File: config.mk
export PLATFORM = sky130hd
export DESIGN_NAME = afct_trigger
export DESIGN_NICKNAME = d
export VERILOG_FILES = /design/src/include/afct_pkg.sv /design/src/rtl/afct_bp_timer.sv /design/src/rtl/afct_trigger.sv
export SDC_FILE = /design/constraint.sdc
export NUM_CORES = 1
export LEC_CHECK = 0
export BUFFER_PORTS_ARGS = -buffer_cell sky130_fd_sc_hd__buf_2
export CELL_PAD_IN_SITES_DETAIL_PLACEMENT = 0
export CELL_PAD_IN_SITES_GLOBAL_PLACEMENT = 1
export CORE_MARGIN = 2
export CORE_UTILIZATION = 42
export DETAILED_ROUTE_END_ITERATION = 7
export PLACE_DENSITY_LB_ADDON = 0.1
export SLEW_MARGIN = 20
export SYNTH_ARGS = -nofsm -noshare
export SYNTH_HDL_FRONTEND = slang
export SYNTH_SLANG_ARGS = --single-unit
File: constraint.sdc
create_clock -name i_clk_sys -period 17.8 [get_ports i_clk_sys]
set_input_delay 3.56 -clock i_clk_sys [delete_from_list [all_inputs] [get_ports i_clk_sys]]
set_output_delay 3.56 -clock i_clk_sys [all_outputs]
set_load 0.1 [all_outputs]
File: src/include/afct_pkg.sv
// Package for the automatic flow-control trigger: register map, fields, timing constants and carriers
`default_nettype none
package afct_pkg;

    // Register map (byte addresses on the Wishbone slave)
    localparam logic [7:0]  ADDR_CONFIG     = 8'h00;
    localparam logic [7:0]  ADDR_STATUS     = 8'h04;
    localparam logic [31:0] CONFIG_RESET    = 32'h0000_0000;
    localparam logic [31:0] CONFIG_WMASK    = 32'h00FF_FFFF;

    // Field positions of flow_control_config
    localparam int TRIG_HI_POS   = 16;
    localparam int RESUME_LO_POS = 8;
    localparam int DUR_POS       = 4;
    localparam int BIT_MCAST     = 3;
    localparam int BIT_BCAST     = 2;
    localparam int BIT_ADDR      = 1;
    localparam int BIT_ANY       = 0;

    // Threshold unit: one count is 64 bytes of receive FIFO occupancy
    localparam int THRESH_UNIT_SHIFT = 6;
    localparam int FIFO_LEVEL_W      = 16;

    // Clock period and slow-speed extra in nanoseconds, duration counter width in bits
    localparam int CLK_PERIOD_NS   = 100;
    localparam int SLOW_EXTRA_NS   = 2200;
    localparam int DUR_CNT_W       = 14;

    // Status bit positions
    localparam int STS_BP_POS      = 0;
    localparam int STS_ABOVE_POS   = 1;
    localparam int STS_PAUSED_POS  = 2;

    // Per-frame event carrier from the receive MAC
    typedef struct packed {
        logic preamble;   // Valid preamble seen, start of frame
        logic addr_valid; // Destination address decoded this cycle
        logic multicast;
        logic broadcast;
        logic addr_match;
    } afct_rx_evt_t;

    // Pause request carrier toward the transmit MAC
    typedef struct packed {
        logic req;
        logic zero_time;
    } afct_pause_t;

endpackage : afct_pkg

`default_nettype wire

File: src/rtl/afct_bp_timer.sv
// Back-pressure duration timer: maps code and speed to a cycle count and counts it down
`timescale 1ns/100ps
`default_nettype none

module afct_bp_timer (
    // Clock and reset
    input  wire logic       i_clk_sys,
    input  wire logic       i_rst,
    // Control
    input  wire logic       i_start,
    input  wire logic       i_abort,
    input  wire logic [3:0] i_code,
    input  wire logic       i_speed_100,
    // State
    output logic            o_active
);

    logic [afct_pkg::DUR_CNT_W-1:0] cnt_q;

    // Duration in ns for the 100 Mb/s column
    function automatic int dur_ns_100(input logic [3:0] code);
        unique case (code)
            4'h0:    dur_ns_100 = 5000;
            4'h1:    dur_ns_100 = 10000;
            4'h2:    dur_ns_100 = 15000;
            4'h3:    dur_ns_100 = 25000;
            4'h4:    dur_ns_100 = 50000;
            default: dur_ns_100 = (int'(code) - 3) * 50000; // see [RQ11]
        endcase
    endfunction : dur_ns_100

    // Cycle count, rounded down so the hold never exceeds the duration, and at least one
    function automatic logic [afct_pkg::DUR_CNT_W-1:0] dur_cycles(input logic [3:0] code, input logic fast);
        int ns;
        int cyc;
        ns  = dur_ns_100(code) + (fast ? 0 : afct_pkg::SLOW_EXTRA_NS); // see [RQ12]
        cyc = ns / afct_pkg::CLK_PERIOD_NS;
        if (cyc < 1) begin
            cyc = 1;
        end
        dur_cycles = cyc[afct_pkg::DUR_CNT_W-1:0];
    endfunction : dur_cycles

    // Loaded from the mapped duration, ends when the count expires
    always_ff @(posedge i_clk_sys or posedge i_rst) begin
        if (i_rst) begin
            cnt_q <= '0;
        end else if (i_abort) begin
            cnt_q <= '0;
        end else if (i_start) begin
            cnt_q <= dur_cycles(i_code, i_speed_100); // see [RQ17] see [RQ2]
        end else if (cnt_q != '0) begin
            cnt_q <= cnt_q - 1'b1; // see [RQ17]
        end
    end

    assign o_active = (cnt_q != '0);

endmodule : afct_bp_timer

`default_nettype wire

File: src/rtl/afct_trigger.sv
// Automatic receive flow-control trigger with Wishbone register slave
//
// What this block does
// [RQ1] Software keeps resume threshold below trigger threshold
// [RQ2] Back pressure held for programmed duration code
// [RQ3] Duration field ignored in full duplex
// [RQ4] Multicast frame triggers back pressure, half duplex
// [RQ5] Broadcast frame triggers back pressure, half duplex
// [RQ6] Address-matched frame triggers back pressure, half duplex
// [RQ7] Any frame triggers; enables full-duplex pause
// [RQ8] Any-frame half duplex acts on preamble
// [RQ9] Full duplex: request pause immediately at level
// [RQ10] Any-frame bit overrides other trigger bits
// [RQ11] 100 Mb/s duration table from 5 us
// [RQ12] 10 Mb/s adds 2.2 us per code
// [RQ13] Thresholds eight bits in 64-byte units
// [RQ14] One pause frame per high crossing
// [RQ15] Zero-time pause once below low threshold
// [RQ16] Nothing sent while transmitter disabled
// [RQ17] Duration timed by system-clock counter
//
// Implementation choices: the placing of the registers and the Wishbone register port.
`timescale 1ns/100ps
`default_nettype none

module afct_trigger (
    // Clock and reset
    input  wire logic                                 i_clk_sys,
    input  wire logic                                 i_rst,
    // Wishbone classic slave
    input  wire logic                                 i_wb_cyc,
    input  wire logic                                 i_wb_stb,
    input  wire logic                                 i_wb_we,
    input  wire logic [7:0]                           i_wb_adr,
    input  wire logic [3:0]                           i_wb_sel,
    input  wire logic [31:0]                          i_wb_dat,
    output logic      [31:0]                          o_wb_dat,
    output logic                                      o_wb_ack,
    output logic                                      o_wb_err,
    // Link and MAC state
    input  wire logic                                 i_full_duplex,
    input  wire logic                                 i_speed_100,
    input  wire logic                                 i_tx_enable,
    input  wire logic [afct_pkg::FIFO_LEVEL_W-1:0]    i_rx_fifo_bytes,
    // Receive frame events
    input  wire afct_pkg::afct_rx_evt_t               i_rx_evt,
    // Pause request to the transmit MAC
    output afct_pkg::afct_pause_t                     o_pause,
    input  wire logic                                 i_pause_sent,
    // Half-duplex back pressure (jam) request
    output logic                                      o_backpressure
);

    logic [31:0] cfg_q;
    logic        ack_q;
    logic [31:0] rdat_q;
    logic        err_q;
    logic        above_q;
    logic        paused_q;
    logic        pause_req_q;
    logic        pause_zero_q;
    logic        bp_start;
    logic        bp_active;
    logic        bp_q;

    // Config fields
    logic [7:0] trig_hi;
    logic [7:0] resume_lo;
    logic [3:0] dur_code;
    logic       trig_any;
    logic       trig_mc;
    logic       trig_bc;
    logic       trig_am;

    assign trig_hi   = cfg_q[afct_pkg::TRIG_HI_POS +: 8];
    assign resume_lo = cfg_q[afct_pkg::RESUME_LO_POS +: 8];
    assign dur_code  = cfg_q[afct_pkg::DUR_POS +: 4];
    assign trig_any  = cfg_q[afct_pkg::BIT_ANY];
    assign trig_mc   = cfg_q[afct_pkg::BIT_MCAST];
    assign trig_bc   = cfg_q[afct_pkg::BIT_BCAST];
    assign trig_am   = cfg_q[afct_pkg::BIT_ADDR];

    // Occupancy in 64-byte units for comparison against thresholds
    logic [afct_pkg::FIFO_LEVEL_W-1:0] level_units;
    assign level_units = i_rx_fifo_bytes >> afct_pkg::THRESH_UNIT_SHIFT; // see [RQ13]

    logic at_high;
    logic below_low;
    logic auto_en;
    // Trigger level reached; a zero threshold counts as reached at once
    assign at_high   = (level_units >= {{(afct_pkg::FIFO_LEVEL_W-8){1'b0}}, trig_hi}); // see [RQ13]
    // Relies on software keeping low below high, else pause pairs may chatter
    assign below_low = (level_units <  {{(afct_pkg::FIFO_LEVEL_W-8){1'b0}}, resume_lo}); // see [RQ1]
    assign auto_en   = trig_any | trig_mc | trig_bc | trig_am;

    // ---------------- Wishbone slave ----------------
    logic req;
    logic hit_cfg;
    logic hit_sts;
    assign req     = i_wb_cyc & i_wb_stb & ~ack_q & ~err_q;
    assign hit_cfg = (i_wb_adr == afct_pkg::ADDR_CONFIG);
    assign hit_sts = (i_wb_adr == afct_pkg::ADDR_STATUS);

    // Byte-lane merge of a write into the config register
    function automatic logic [31:0] lane_merge(input logic [31:0] old_v, input logic [31:0] new_v,
                                               input logic [3:0] sel);
        logic [31:0] m;
        m = {{8{sel[3]}}, {8{sel[2]}}, {8{sel[1]}}, {8{sel[0]}}};
        lane_merge = ((old_v & ~m) | (new_v & m)) & afct_pkg::CONFIG_WMASK;
    endfunction : lane_merge

    always_ff @(posedge i_clk_sys or posedge i_rst) begin
        if (i_rst) begin
            cfg_q <= afct_pkg::CONFIG_RESET;
        end else if (req && i_wb_we && hit_cfg) begin
            cfg_q <= lane_merge(cfg_q, i_wb_dat, i_wb_sel);
        end
    end

    // Ack one cycle after the request; unmapped addresses answer with err
    always_ff @(posedge i_clk_sys or posedge i_rst) begin
        if (i_rst) begin
            ack_q <= 1'b0;
            err_q <= 1'b0;
        end else begin
            ack_q <= req & (hit_cfg | hit_sts);
            err_q <= req & ~(hit_cfg | hit_sts);
        end
    end

    always_ff @(posedge i_clk_sys or posedge i_rst) begin
        if (i_rst) begin
            rdat_q <= 32'h0000_0000;
        end else if (req && !i_wb_we) begin
            if (hit_cfg) begin
                rdat_q <= cfg_q;
            end else if (hit_sts) begin
                rdat_q <= {29'h0000_0000, paused_q, above_q, bp_q};
            end else begin
                rdat_q <= 32'h0000_0000;
            end
        end
    end

    assign o_wb_dat = rdat_q;
    assign o_wb_ack = ack_q;
    assign o_wb_err = err_q;

    // ---------------- Level tracking ----------------
    // Hysteresis: armed at high, released below low
    always_ff @(posedge i_clk_sys or posedge i_rst) begin
        if (i_rst) begin
            above_q <= 1'b0;
        end else if (at_high) begin
            above_q <= 1'b1;
        end else if (below_low) begin
            above_q <= 1'b0;
        end
    end

    // ---------------- Full-duplex pause requests ----------------
    logic fd_fire;
    logic fd_resume;
    // Only the any-frame bit enables full-duplex flow control
    assign fd_fire   = i_full_duplex & trig_any & i_tx_enable & at_high & ~paused_q & ~pause_req_q; // see [RQ7] see [RQ9]
    assign fd_resume = i_full_duplex & trig_any & i_tx_enable & paused_q & below_low & ~pause_req_q; // see [RQ15]

    // Pause request stands until the MAC reports the frame sent or the transmitter is disabled
    always_ff @(posedge i_clk_sys or posedge i_rst) begin
        if (i_rst) begin
            pause_req_q  <= 1'b0;
            pause_zero_q <= 1'b0;
        end else if (!i_tx_enable) begin
            pause_req_q  <= 1'b0; // see [RQ16]
            pause_zero_q <= 1'b0;
        end else if (pause_req_q && i_pause_sent) begin
            pause_req_q  <= 1'b0;
        end else if (fd_fire) begin
            pause_req_q  <= 1'b1; // see [RQ9]
            pause_zero_q <= 1'b0; // Pause time comes from the MAC's pause_time_setting, see [RQ14]
        end else if (fd_resume) begin
            pause_req_q  <= 1'b1; // see [RQ15]
            pause_zero_q <= 1'b1;
        end
    end

    // Remembers that a non-zero pause went out, so only one is sent per crossing
    always_ff @(posedge i_clk_sys or posedge i_rst) begin
        if (i_rst) begin
            paused_q <= 1'b0;
        end else if (!trig_any || !i_full_duplex) begin
            paused_q <= 1'b0;
        end else if (pause_req_q && i_pause_sent) begin
            paused_q <= ~pause_zero_q; // see [RQ14] see [RQ15]
        end
    end

    assign o_pause.req       = pause_req_q;
    assign o_pause.zero_time = pause_zero_q;

    // ---------------- Half-duplex back pressure ----------------
    logic class_hit;
    // Any-frame acts on preamble without address decode and masks the class bits
    always_comb begin
        if (trig_any) begin
            class_hit = i_rx_evt.preamble; // see [RQ8] see [RQ10]
        end else begin
            class_hit = i_rx_evt.addr_valid &
                        ((trig_mc & i_rx_evt.multicast) |  // see [RQ4]
                         (trig_bc & i_rx_evt.broadcast) |  // see [RQ5]
                         (trig_am & i_rx_evt.addr_match)); // see [RQ6]
        end
    end

    // Class bits and duration take effect only in half duplex
    assign bp_start = ~i_full_duplex & i_tx_enable & auto_en & at_high & class_hit & ~bp_active; // see [RQ3] see [RQ7]

    afct_bp_timer u_bp_timer (
        .i_clk_sys   (i_clk_sys),
        .i_rst       (i_rst),
        .i_start     (bp_start),
        .i_abort     (i_full_duplex | ~i_tx_enable),
        .i_code      (dur_code),
        .i_speed_100 (i_speed_100),
        .o_active    (bp_active)
    );

    // Registered so the jam output is glitch-free; lags the counter by one cycle
    always_ff @(posedge i_clk_sys or posedge i_rst) begin
        if (i_rst) begin
            bp_q <= 1'b0;
        end else begin
            bp_q <= bp_active & i_tx_enable & ~i_full_duplex; // see [RQ2] see [RQ16]
        end
    end

    assign o_backpressure = bp_q;

endmodule : afct_trigger

`default_nettype wire

==> impl_summary.log, run 1 <==
INFO  metric start_kind = input pin
INFO  metric whs_endpoint = above_q$_DFFE_PP0P_
INFO  metric fp.dieArea = between 30000 and 40000 um2
INFO  metric worst_slew_pin_slew = between 1000 and 1500 ps
INFO  metric worstHoldStart = above_q$_DFFE_PP0P_
INFO  metric worstPathArrival = around 20000 ps
INFO  metric ys_types = 133
INFO  metric grt_antenna_before_repair = 1
INFO  metric synth.most_common_cell = nand2_1
INFO  metric period_needed = 19560 ps
INFO  metric synth_top_cells_by_area = dfrtp_1 (13%), xnor2_1 (5.5%), ha_1 (5.4%)
INFO  metric detail_route.first_pass.iterations = 5
INFO  metric met1_routed_wirelength_after_detailed_routing = 21400 um
INFO  metric wl_met2 = 23000 um
INFO  metric detailroute.via_count = 16300
INFO  metric finalWeightedCongestion = 0.859
INFO  metric clock_sink_count = 69
INFO  metric syn_to_final_growth = 66.2%
INFO  metric share_of_layout_cells_above_drive_strength_1 = 0.491
INFO  metric drtIter0Drc = 903
INFO  metric synthesis.yosys.warnings = 0
INFO  metric initial_utilization = 0.424
INFO  metric worst_hold_path.num_cells = 2
INFO  metric cts_root_buffer = clkbuf_16
INFO  metric layoutNonFillerInstCount = 2876
INFO  metric run_status = complete, but fails checks
INFO  metric synth_instances = 1683
INFO  metric post_synth_edffs = 0
INFO  metric ys_ff_latch = 69
INFO  metric boundaryPins = around 110
INFO  metric die-height = 179 um
INFO  metric r2r_end = u_bp_timer.cnt_q[4]$_DFFE_PP0P_
INFO  metric post_synth_instance_area = 12900 um2
INFO  metric die_x = 179 um
INFO  metric dr_wl_met3 = 2150 um
INFO  metric multiInputGateArea = 12300 um2
INFO  metric reg2reg_slack = -1120 ps
INFO  metric post-place-ws = -2960 ps
INFO  metric filler_cell_count = around 2500
INFO  metric simple_gate_portion_of_the_synthesized_area = 0.275
INFO  metric failing_checks = setup timing
INFO  metric critPathSlowestCell = or4_4
INFO  metric number_of_global_route_vias_before_repair = 15500
INFO  metric avgRoutedWirePerCell = 16.6 um
INFO  metric postRouteWirelength = 47800 um
INFO  metric worst_path_largest_cell_delay = 570 ps
INFO  metric timing.critical_path.required = between 15000 and 20000 ps
INFO  metric setup_violations = 11
INFO  metric insertedDiodeCount = 0
INFO  metric synth_top_cell_area_share = 0.134
INFO  metric route.detailed.drc = 0
INFO  metric finalCritPeriodShare = 1.10
INFO  metric cts_tree = yes
INFO  metric max-cap-violations = 0
INFO  metric cts_buffer_depth = 2
INFO  metric core = a little over 30000 um2
INFO  metric port-buffer-count = a little under 90
INFO  metric timing.slew.headroom = 0.243
INFO  metric pin_count_of_the_biggest_net_entering_global_routing = 70
INFO  metric layout_setup_ws = -1760 ps
INFO  metric hold_violations = 0
INFO  metric worst_setup_path_end_kind = register
INFO  metric max_freq = 0.0511 GHz
INFO  metric grt_usage = 0.281
INFO  metric antenna_violating_nets_post_route = 0
INFO  metric htree_num_levels = 3
INFO  metric numCtsBuffers = 9
INFO  metric dpl.hpwl = around 36000 um
INFO  metric synth_area_leader_cell = dfrtp_1
INFO  metric clock_skew = 7.47 ps
INFO  metric reg2regPathDepth = 85
INFO  metric clock_latency_on_the_worst_skew_pair = 330 ps
INFO  metric ys_async_sr_fraction = 1.00
INFO  metric grt_overflow_total = 0
INFO  metric grt_setup_unrepaired = yes
INFO  metric synth_compound_gate_area_share = 0.334
INFO  metric avgViaCountPerCell = about 5.7
INFO  metric post-place-cells = about 2800
INFO  metric postSynthAreaPerCell = 7.65 um2
INFO  metric synth_xor_xnor_area_share = 0.0854
INFO  metric hold_path_class = register to register
INFO  metric nNetsFinal = 2614
INFO  metric layout.area.seq = ~1700 um2
INFO  metric timing_max_transition_violations_final = 0
INFO  metric synth_commonest_cells = nand2_1 (160), nor2_1 (141), a21oi_1 (92)
INFO  metric grt_pass1_wl = 74700 um
INFO  metric synth_top_flop_cell = dfrtp_1
INFO  metric route.top_layer_used = met5
INFO  metric rows = 64
INFO  metric synth-adder-area-share = 0.0782
INFO  metric seq_area_frac_synth = 0.134
INFO  metric critPathMaxFanout = 5
INFO  metric synthMuxAreaShare = 0.0471
INFO  metric synth_top_family_by_area = compound AO/OA/AOI/OAI gates
INFO  metric path_class = input pin to register
INFO  metric clkSlewWorstSetupHoldPaths = ~50 ps
## logic make-up after synthesis
family,after synthesis
other,1
multiplexers,55
adder cells (fa/ha/maj),78
AND/OR/NAND/NOR,663
buffers and inverters,128
flip-flops,69
AO/OA/AOI/OAI,570
XOR/XNOR,119
## what timing repair did
item	CTS	global route
resized for setup	128	188
hold buffers	0	0
pin swaps	104	167
endpoints found under the setup margin	11	11
buffers inserted	53	64
## layout make-up
class	count	area share
well taps	396	0.0232
inverters	53	0.00948
flip-flops and latches	69	0.0807
clock inverters	5	0.00275
clock buffers	10	0.0112
repair buffers	850	0.296
multi-input cells	1493	0.576
## stage by stage
| stage | utilization | TNS [ps] | instance area [um2] | hold slack (ps) |
|---|---|---|---|---|
| floorplan | - | -9270 | 13100 | 445 |
| global placement | 0.613 | -24800 | 18600 | 460 |
| CTS | 0.657 | -14970 | 19900 | 487 |
| detailed placement | 0.613 | -27490 | 18600 | 473 |
| global route | 0.705 | -21680 | 21400 | 507 |
| finish | 0.705 | -15590 | 21400 | 482 |
## cell usage in the layout, fill, tap and decap left out, types with 18 or more instances in the layout
cell type,count
o21a_1,21
o21ai_1,19
and2_1,22
nand3_1,52
nor3_1,54
buf_4,725
mux2_2,27
nor2_1,133
dfrtp_1,69
buf_2,86
nand4_1,22
o21ai_2,20
ha_1,52
xnor2_1,67
and3_1,18
o21ai_0,75
a21o_1,28
buf_6,36
xor2_1,24
o211ai_1,21
nand2_1,151
a21oi_1,77
inv_1,48
a22o_1,25
## worst max-delay path, delay by kind of cell
kind | cells | cell delay [ps]
compound gates | 26 | 6420
fa+ha+maj | 5 | 1380
xor+xnor | 2 | 360
buf+inv | 19 | 2670
simple gates | 23 | 4970
mux | 1 | 340
## per-layer routing
layer / track usage / vias up
met5: 0 / -
met4: 0.0799 / 2
met3: 0.0397 / 87
met2: 0.469 / 391
met1: 0.377 / 7757
li1: - / 8029
## worst max path at each step
stage / start / to / slack (ps) / cells past startpoint
after global routing: i_speed_100 / u_bp_timer.cnt_q[4]$_DFFE_PP0P_ / -2320 / 85
after floorplan: i_speed_100 / u_bp_timer.cnt_q[4]$_DFFE_PP0P_ / -1210 / 69
after CTS: i_speed_100 / u_bp_timer.cnt_q[6]$_DFFE_PP0P_ / -1820 / 70
after detailed placement: i_speed_100 / u_bp_timer.cnt_q[4]$_DFFE_PP0P_ / -2960 / 68
after global placement: i_speed_100 / u_bp_timer.cnt_q[4]$_DFFE_PP0P_ / -2750 / 68
final: i_speed_100 / u_bp_timer.cnt_q[4]$_DFFE_PP0P_ / -1760 / 76
Power of run 1 is left out: the tool's default activity adds up to more than one toggle a clock period on the data nets, which glitch-free logic cannot reach.
==> inputs of run 2 (changes only) <==
--- a/config.mk
+++ b/config.mk
@@ -5,13 +5,15 @@
 export SDC_FILE = /design/constraint.sdc
 export NUM_CORES = 1
 export LEC_CHECK = 0
+export ABC_AREA = 1
 export BUFFER_PORTS_ARGS = -buffer_cell sky130_fd_sc_hd__buf_2
 export CELL_PAD_IN_SITES_DETAIL_PLACEMENT = 0
 export CELL_PAD_IN_SITES_GLOBAL_PLACEMENT = 1
 export CORE_MARGIN = 2
-export CORE_UTILIZATION = 42
+export CORE_UTILIZATION = 41
 export DETAILED_ROUTE_END_ITERATION = 7
 export PLACE_DENSITY_LB_ADDON = 0.1
+export RECOVER_POWER = 100
 export SLEW_MARGIN = 20
 export SYNTH_ARGS = -nofsm -noshare
 export SYNTH_HDL_FRONTEND = slang
==> run 2 against run 1 <==
  * The run ends with capacitance limit, slew limit left
  * Die area grew 15%
  * Register-to-register slack gained 2000 ps
  * Utilization shrank 17 points
  * First-iteration DRC count shrank 4.7%
  * Clock skew shrank 0.83 ps
  * Global-route usage shrank 5.8 points
  * Wire length shrank 13%
  * Setup slack gained 2500 ps
  * Worst hold slack gained 0.72 ps
  * Cell area shrank 13%
  * Critical endpoint is now u_bp_timer.cnt_q[13]$_DFFE_PP0P_
  * Final cell count grew 4.6%
  * Non-clock buffer count shrank 480
==> impl_summary.log, run 2 <==
INFO  metric avgRoutedWirePerCell = 13.8 um (was 16.6 um)
INFO  metric cts_root_buffer = clkbuf_16 (unchanged)
INFO  metric crit_path_start = i_speed_100 (unchanged)
INFO  metric cpMostUsedCell = nand2_4
INFO  metric worst_path_largest_cell_delay = 380 ps (was 570 ps)
INFO  metric numCtsBuffers = 9 (unchanged)
INFO  metric clock_latency_on_the_worst_skew_pair = 330 ps (about the same)
INFO  metric ys_ff_latch = 69 (unchanged)
INFO  metric hold_violations = 0 (unchanged)
INFO  metric cts_buffer_depth = 2 (unchanged)
INFO  metric timing.slew.headroom = -1.47 (was 0.243)
INFO  metric layout_commonest_cell = nand2_1 (was buf_4)
INFO  metric clkSlewWorstSetupHoldPaths = 60 ps (was 50 ps)
INFO  metric dpl.hpwl = 34500 um (was 36400 um)
INFO  metric hold_path_class = register to register (unchanged)
INFO  metric finalWeightedCongestion = 0.945 (was 0.859)
INFO  metric synth.most_common_cell = nand2_1 (unchanged)
INFO  metric synth_commonest_cells = nand2_1 (546), inv_1 (251), nand3_1 (235) (was nand2_1 (160), nor2_1 (141), a21oi_1 (92))
INFO  metric grt_pass1_wl = 67800 um (was 74700 um)
INFO  metric die_x = 192 um (was 179 um)
INFO  metric max_freq = 0.0587 GHz (was 0.0511 GHz)
INFO  metric grt_usage = 0.223 (was 0.281)
INFO  metric synth_instances = 2190 (was 1683)
INFO  metric finalCritPeriodShare = 0.957 (was 1.10)
INFO  metric insertedDiodeCount = 0 (unchanged)
INFO  metric max-cap-violations = 1 (was 0)
INFO  metric worstPathArrival = 17250 ps (was 19750 ps)
INFO  metric synth_area_leader_cell = nand2_1 (was dfrtp_1)
INFO  metric port-buffer-count = 87 (unchanged)
INFO  metric fp.dieArea = 36800 um2 (was 32100 um2)
INFO  metric post_synth_instance_area = 14500 um2 (was 12900 um2)
INFO  metric critPathMaxFanout = 8 (was 5)
INFO  metric synthesis.yosys.warnings = 0 (unchanged)
INFO  metric reg2reg_slack = 920 ps (was -1120 ps)
INFO  metric rows = 68 (was 64)
INFO  metric synth_top_cell_area_share = 0.142 (was 0.134)
INFO  metric antenna_violating_nets_post_route = 0 (unchanged)
INFO  metric postRouteWirelength = 41500 um (was 47800 um)
INFO  metric pin_count_of_the_biggest_net_entering_global_routing = 70 (unchanged)
INFO  metric synth_top_cells_by_area = nand2_1 (14%), dfrtp_1 (12%), nand3_1 (8.1%) (was dfrtp_1 (13%), xnor2_1 (5.5%), ha_1 (5.4%))
INFO  metric postSynthAreaPerCell = 6.61 um2 (was 7.65 um2)
INFO  metric setup_violations = 0 (was 11)
INFO  metric ys_async_sr_fraction = 1.00 (unchanged)
INFO  metric path_class = input pin to register (unchanged)
INFO  metric number_of_global_route_vias_before_repair = 14000 (was 15500)
INFO  metric detail_route.first_pass.iterations = 7 (was 5)
INFO  metric worst_slew_pin_slew = 3700 ps (was 1130 ps)
INFO  metric die-height = 192 um (was 179 um)
INFO  metric post_synth_edffs = 0 (unchanged)
INFO  metric grt_antenna_before_repair = 0 (was 1)
INFO  metric layout_setup_ws = 761 ps (was -1760 ps)
INFO  metric cts_tree = yes (unchanged)
INFO  metric grt_setup_unrepaired = yes (unchanged)
INFO  metric drtIter0Drc = 861 (was 903)
INFO  metric seq_area_frac_synth = 0.119 (was 0.134)
INFO  metric initial_utilization = 0.418 (was 0.424)
INFO  metric htree_num_levels = 3 (unchanged)
INFO  metric avgViaCountPerCell = 4.94 (was 5.66)
INFO  metric worstSetupEndpoint = u_bp_timer.cnt_q[13]$_DFFE_PP0P_ (was u_bp_timer.cnt_q[4]$_DFFE_PP0P_)
INFO  metric post_cts_hold_buffer_count = 0 (unchanged)
INFO  metric r2r_end = u_bp_timer.cnt_q[13]$_DFFE_PP0P_ (was u_bp_timer.cnt_q[4]$_DFFE_PP0P_)
INFO  metric timing.critical_path.required = 18010 ps (was 17990 ps)
INFO  metric nNetsFinal = 2685 (was 2614)
INFO  metric clock_sink_count = 69 (unchanged)
INFO  metric syn_to_final_growth = 28.2% (was 66.2%)
INFO  metric core = 34600 um2 (was 30300 um2)
INFO  metric timing_max_transition_violations_final = 70 (was 0)
INFO  metric failing_checks = capacitance limit, slew limit (was setup timing)
INFO  metric worst_setup_path_end_kind = register (unchanged)
INFO  metric clock_skew = 6.64 ps (was 7.47 ps)
INFO  metric boundaryPins = 111 (unchanged)
INFO  metric route.detailed.drc = 0 (unchanged)
INFO  metric share_of_layout_cells_above_drive_strength_1 = 0.405 (was 0.491)
INFO  metric critPathSlowestCell = fa_2 (was or4_4)
INFO  metric synth_top_flop_cell = dfrtp_1 (unchanged)
INFO  metric start_kind = input pin (unchanged)
INFO  metric detailroute.via_count = 14800 (was 16300)
INFO  metric reg2regPathDepth = 126 (was 85)
INFO  metric ys_types = 69 (was 133)
INFO  metric run_status = complete, but fails checks (unchanged)
INFO  metric layout_common_cells = nand2_1 (508), buf_4 (264), inv_1 (242) (was buf_4 (725), nand2_1 (151), nor2_1 (133))
INFO  metric period_needed = 17040 ps (was 19560 ps)
INFO  metric grt_overflow_total = 0 (unchanged)
INFO  metric post-place-ws = -136 ps (was -2960 ps)
## run 2: cell types whose count changed in the layout (fill, tap and decap cells not counted), moves of 47 or more
cell | before | now
buf_4 | 725 | 264
nand2_1 | 151 | 508
inv_1 | 48 | 242
nand2_2 | 6 | 177
nand3_1 | 52 | 206
nand2_4 | 5 | 84
nand3_2 | 9 | 80
inv_2 | 4 | 57
xnor2_1 | 67 | 14
nor2_4 | 5 | 55
a21oi_1 | 77 | 30
## run 2: timing repair
action | CTS | global route
pin swaps | 0 | 126
setup buffers | 0 | 69
gates cloned | 0 | 3
setup endpoints to repair | 4 | 12
endpoints found under the hold margin | 0 | 0
gates resized for setup | 1 | 219
## run 2: cell type report
cell class	instances	area (um2)
multi-input combinational	1775	12000
fill	3546	16100
timing repair buffer	370	2650
clock buffer	9	225
sequential	69	1730
tap	455	569
clock inverter	7	90.1
inverter	322	1300
## run 2: worst max-delay path: cells and delay by family
kind | cells | cell delay [ps]
compound gates | 6 | 740
fa+ha+maj | 4 | 840
xor+xnor | 2 | 360
buf+inv | 15 | 1770
simple gates | 90 | 9870
## run 2: worst min-delay path by stage
stage	from	end	slack, ps	depth (start not counted)
3_3_place_gp	o_wb_dat[15]$_DFFE_PP0P_	o_wb_dat[15]$_DFFE_PP0P_	460	2
4_1_cts	o_wb_dat[3]$_DFFE_PP0P_	o_wb_dat[3]$_DFFE_PP0P_	480	2
3_5_place_dp	o_wb_dat[3]$_DFFE_PP0P_	o_wb_dat[3]$_DFFE_PP0P_	470	2
2_1_floorplan	u_bp_timer.cnt_q[0]$_DFFE_PP0P_	u_bp_timer.cnt_q[0]$_DFFE_PP0P_	470	2
6_report	o_wb_dat[3]$_DFFE_PP0P_	o_wb_dat[3]$_DFFE_PP0P_	480	2
5_1_grt	o_wb_dat[3]$_DFFE_PP0P_	o_wb_dat[3]$_DFFE_PP0P_	510	2
## run 2: per-layer routing
metal / global-route usage / up-vias / wire, um / part of all wire
li1: - / 7772 / - / -
met1: 0.320 / 6829 / 20700 / 0.50
met2: 0.373 / 219 / 19100 / 0.46
met3: 0.0111 / 29 / 1350 / 0.032
met4: 0.0364 / 0 / 430 / 0.010
met5: 0 / - / 0 / 0
## run 2: logic make-up (layout without fill, tap and decap cells)
| kind of cell | Yosys count | in the layout | synth area share |
|---|---|---|---|
| buf+inv | 356 | 708 | 0.115 |
| compound gates | 143 | 143 | 0.0621 |
| simple gates | 1472 | 1475 | 0.585 |
| xor+xnor | 61 | 61 | 0.0400 |
| other cells | 1 | 8 | 0.000259 |
| flops | 69 | 69 | 0.119 |
| fa+ha+maj | 64 | 64 | 0.0595 |
| mux | 24 | 24 | 0.0187 |
## run 2: metrics by stage
stage	util	cells	TNS [ps]	area (um2)	hold slack, ps
2_1_floorplan	-	2197	0	14500	470
3_3_place_gp	0.485	2919	0	16800	461
3_5_place_dp	0.485	2919	-710	16800	465
4_1_cts	0.494	2935	0	17100	481
5_1_grt	0.536	3007	-1430	18600	506
6_report	0.536	3007	0	18600	482
Power of run 2 is left out for the same reason.
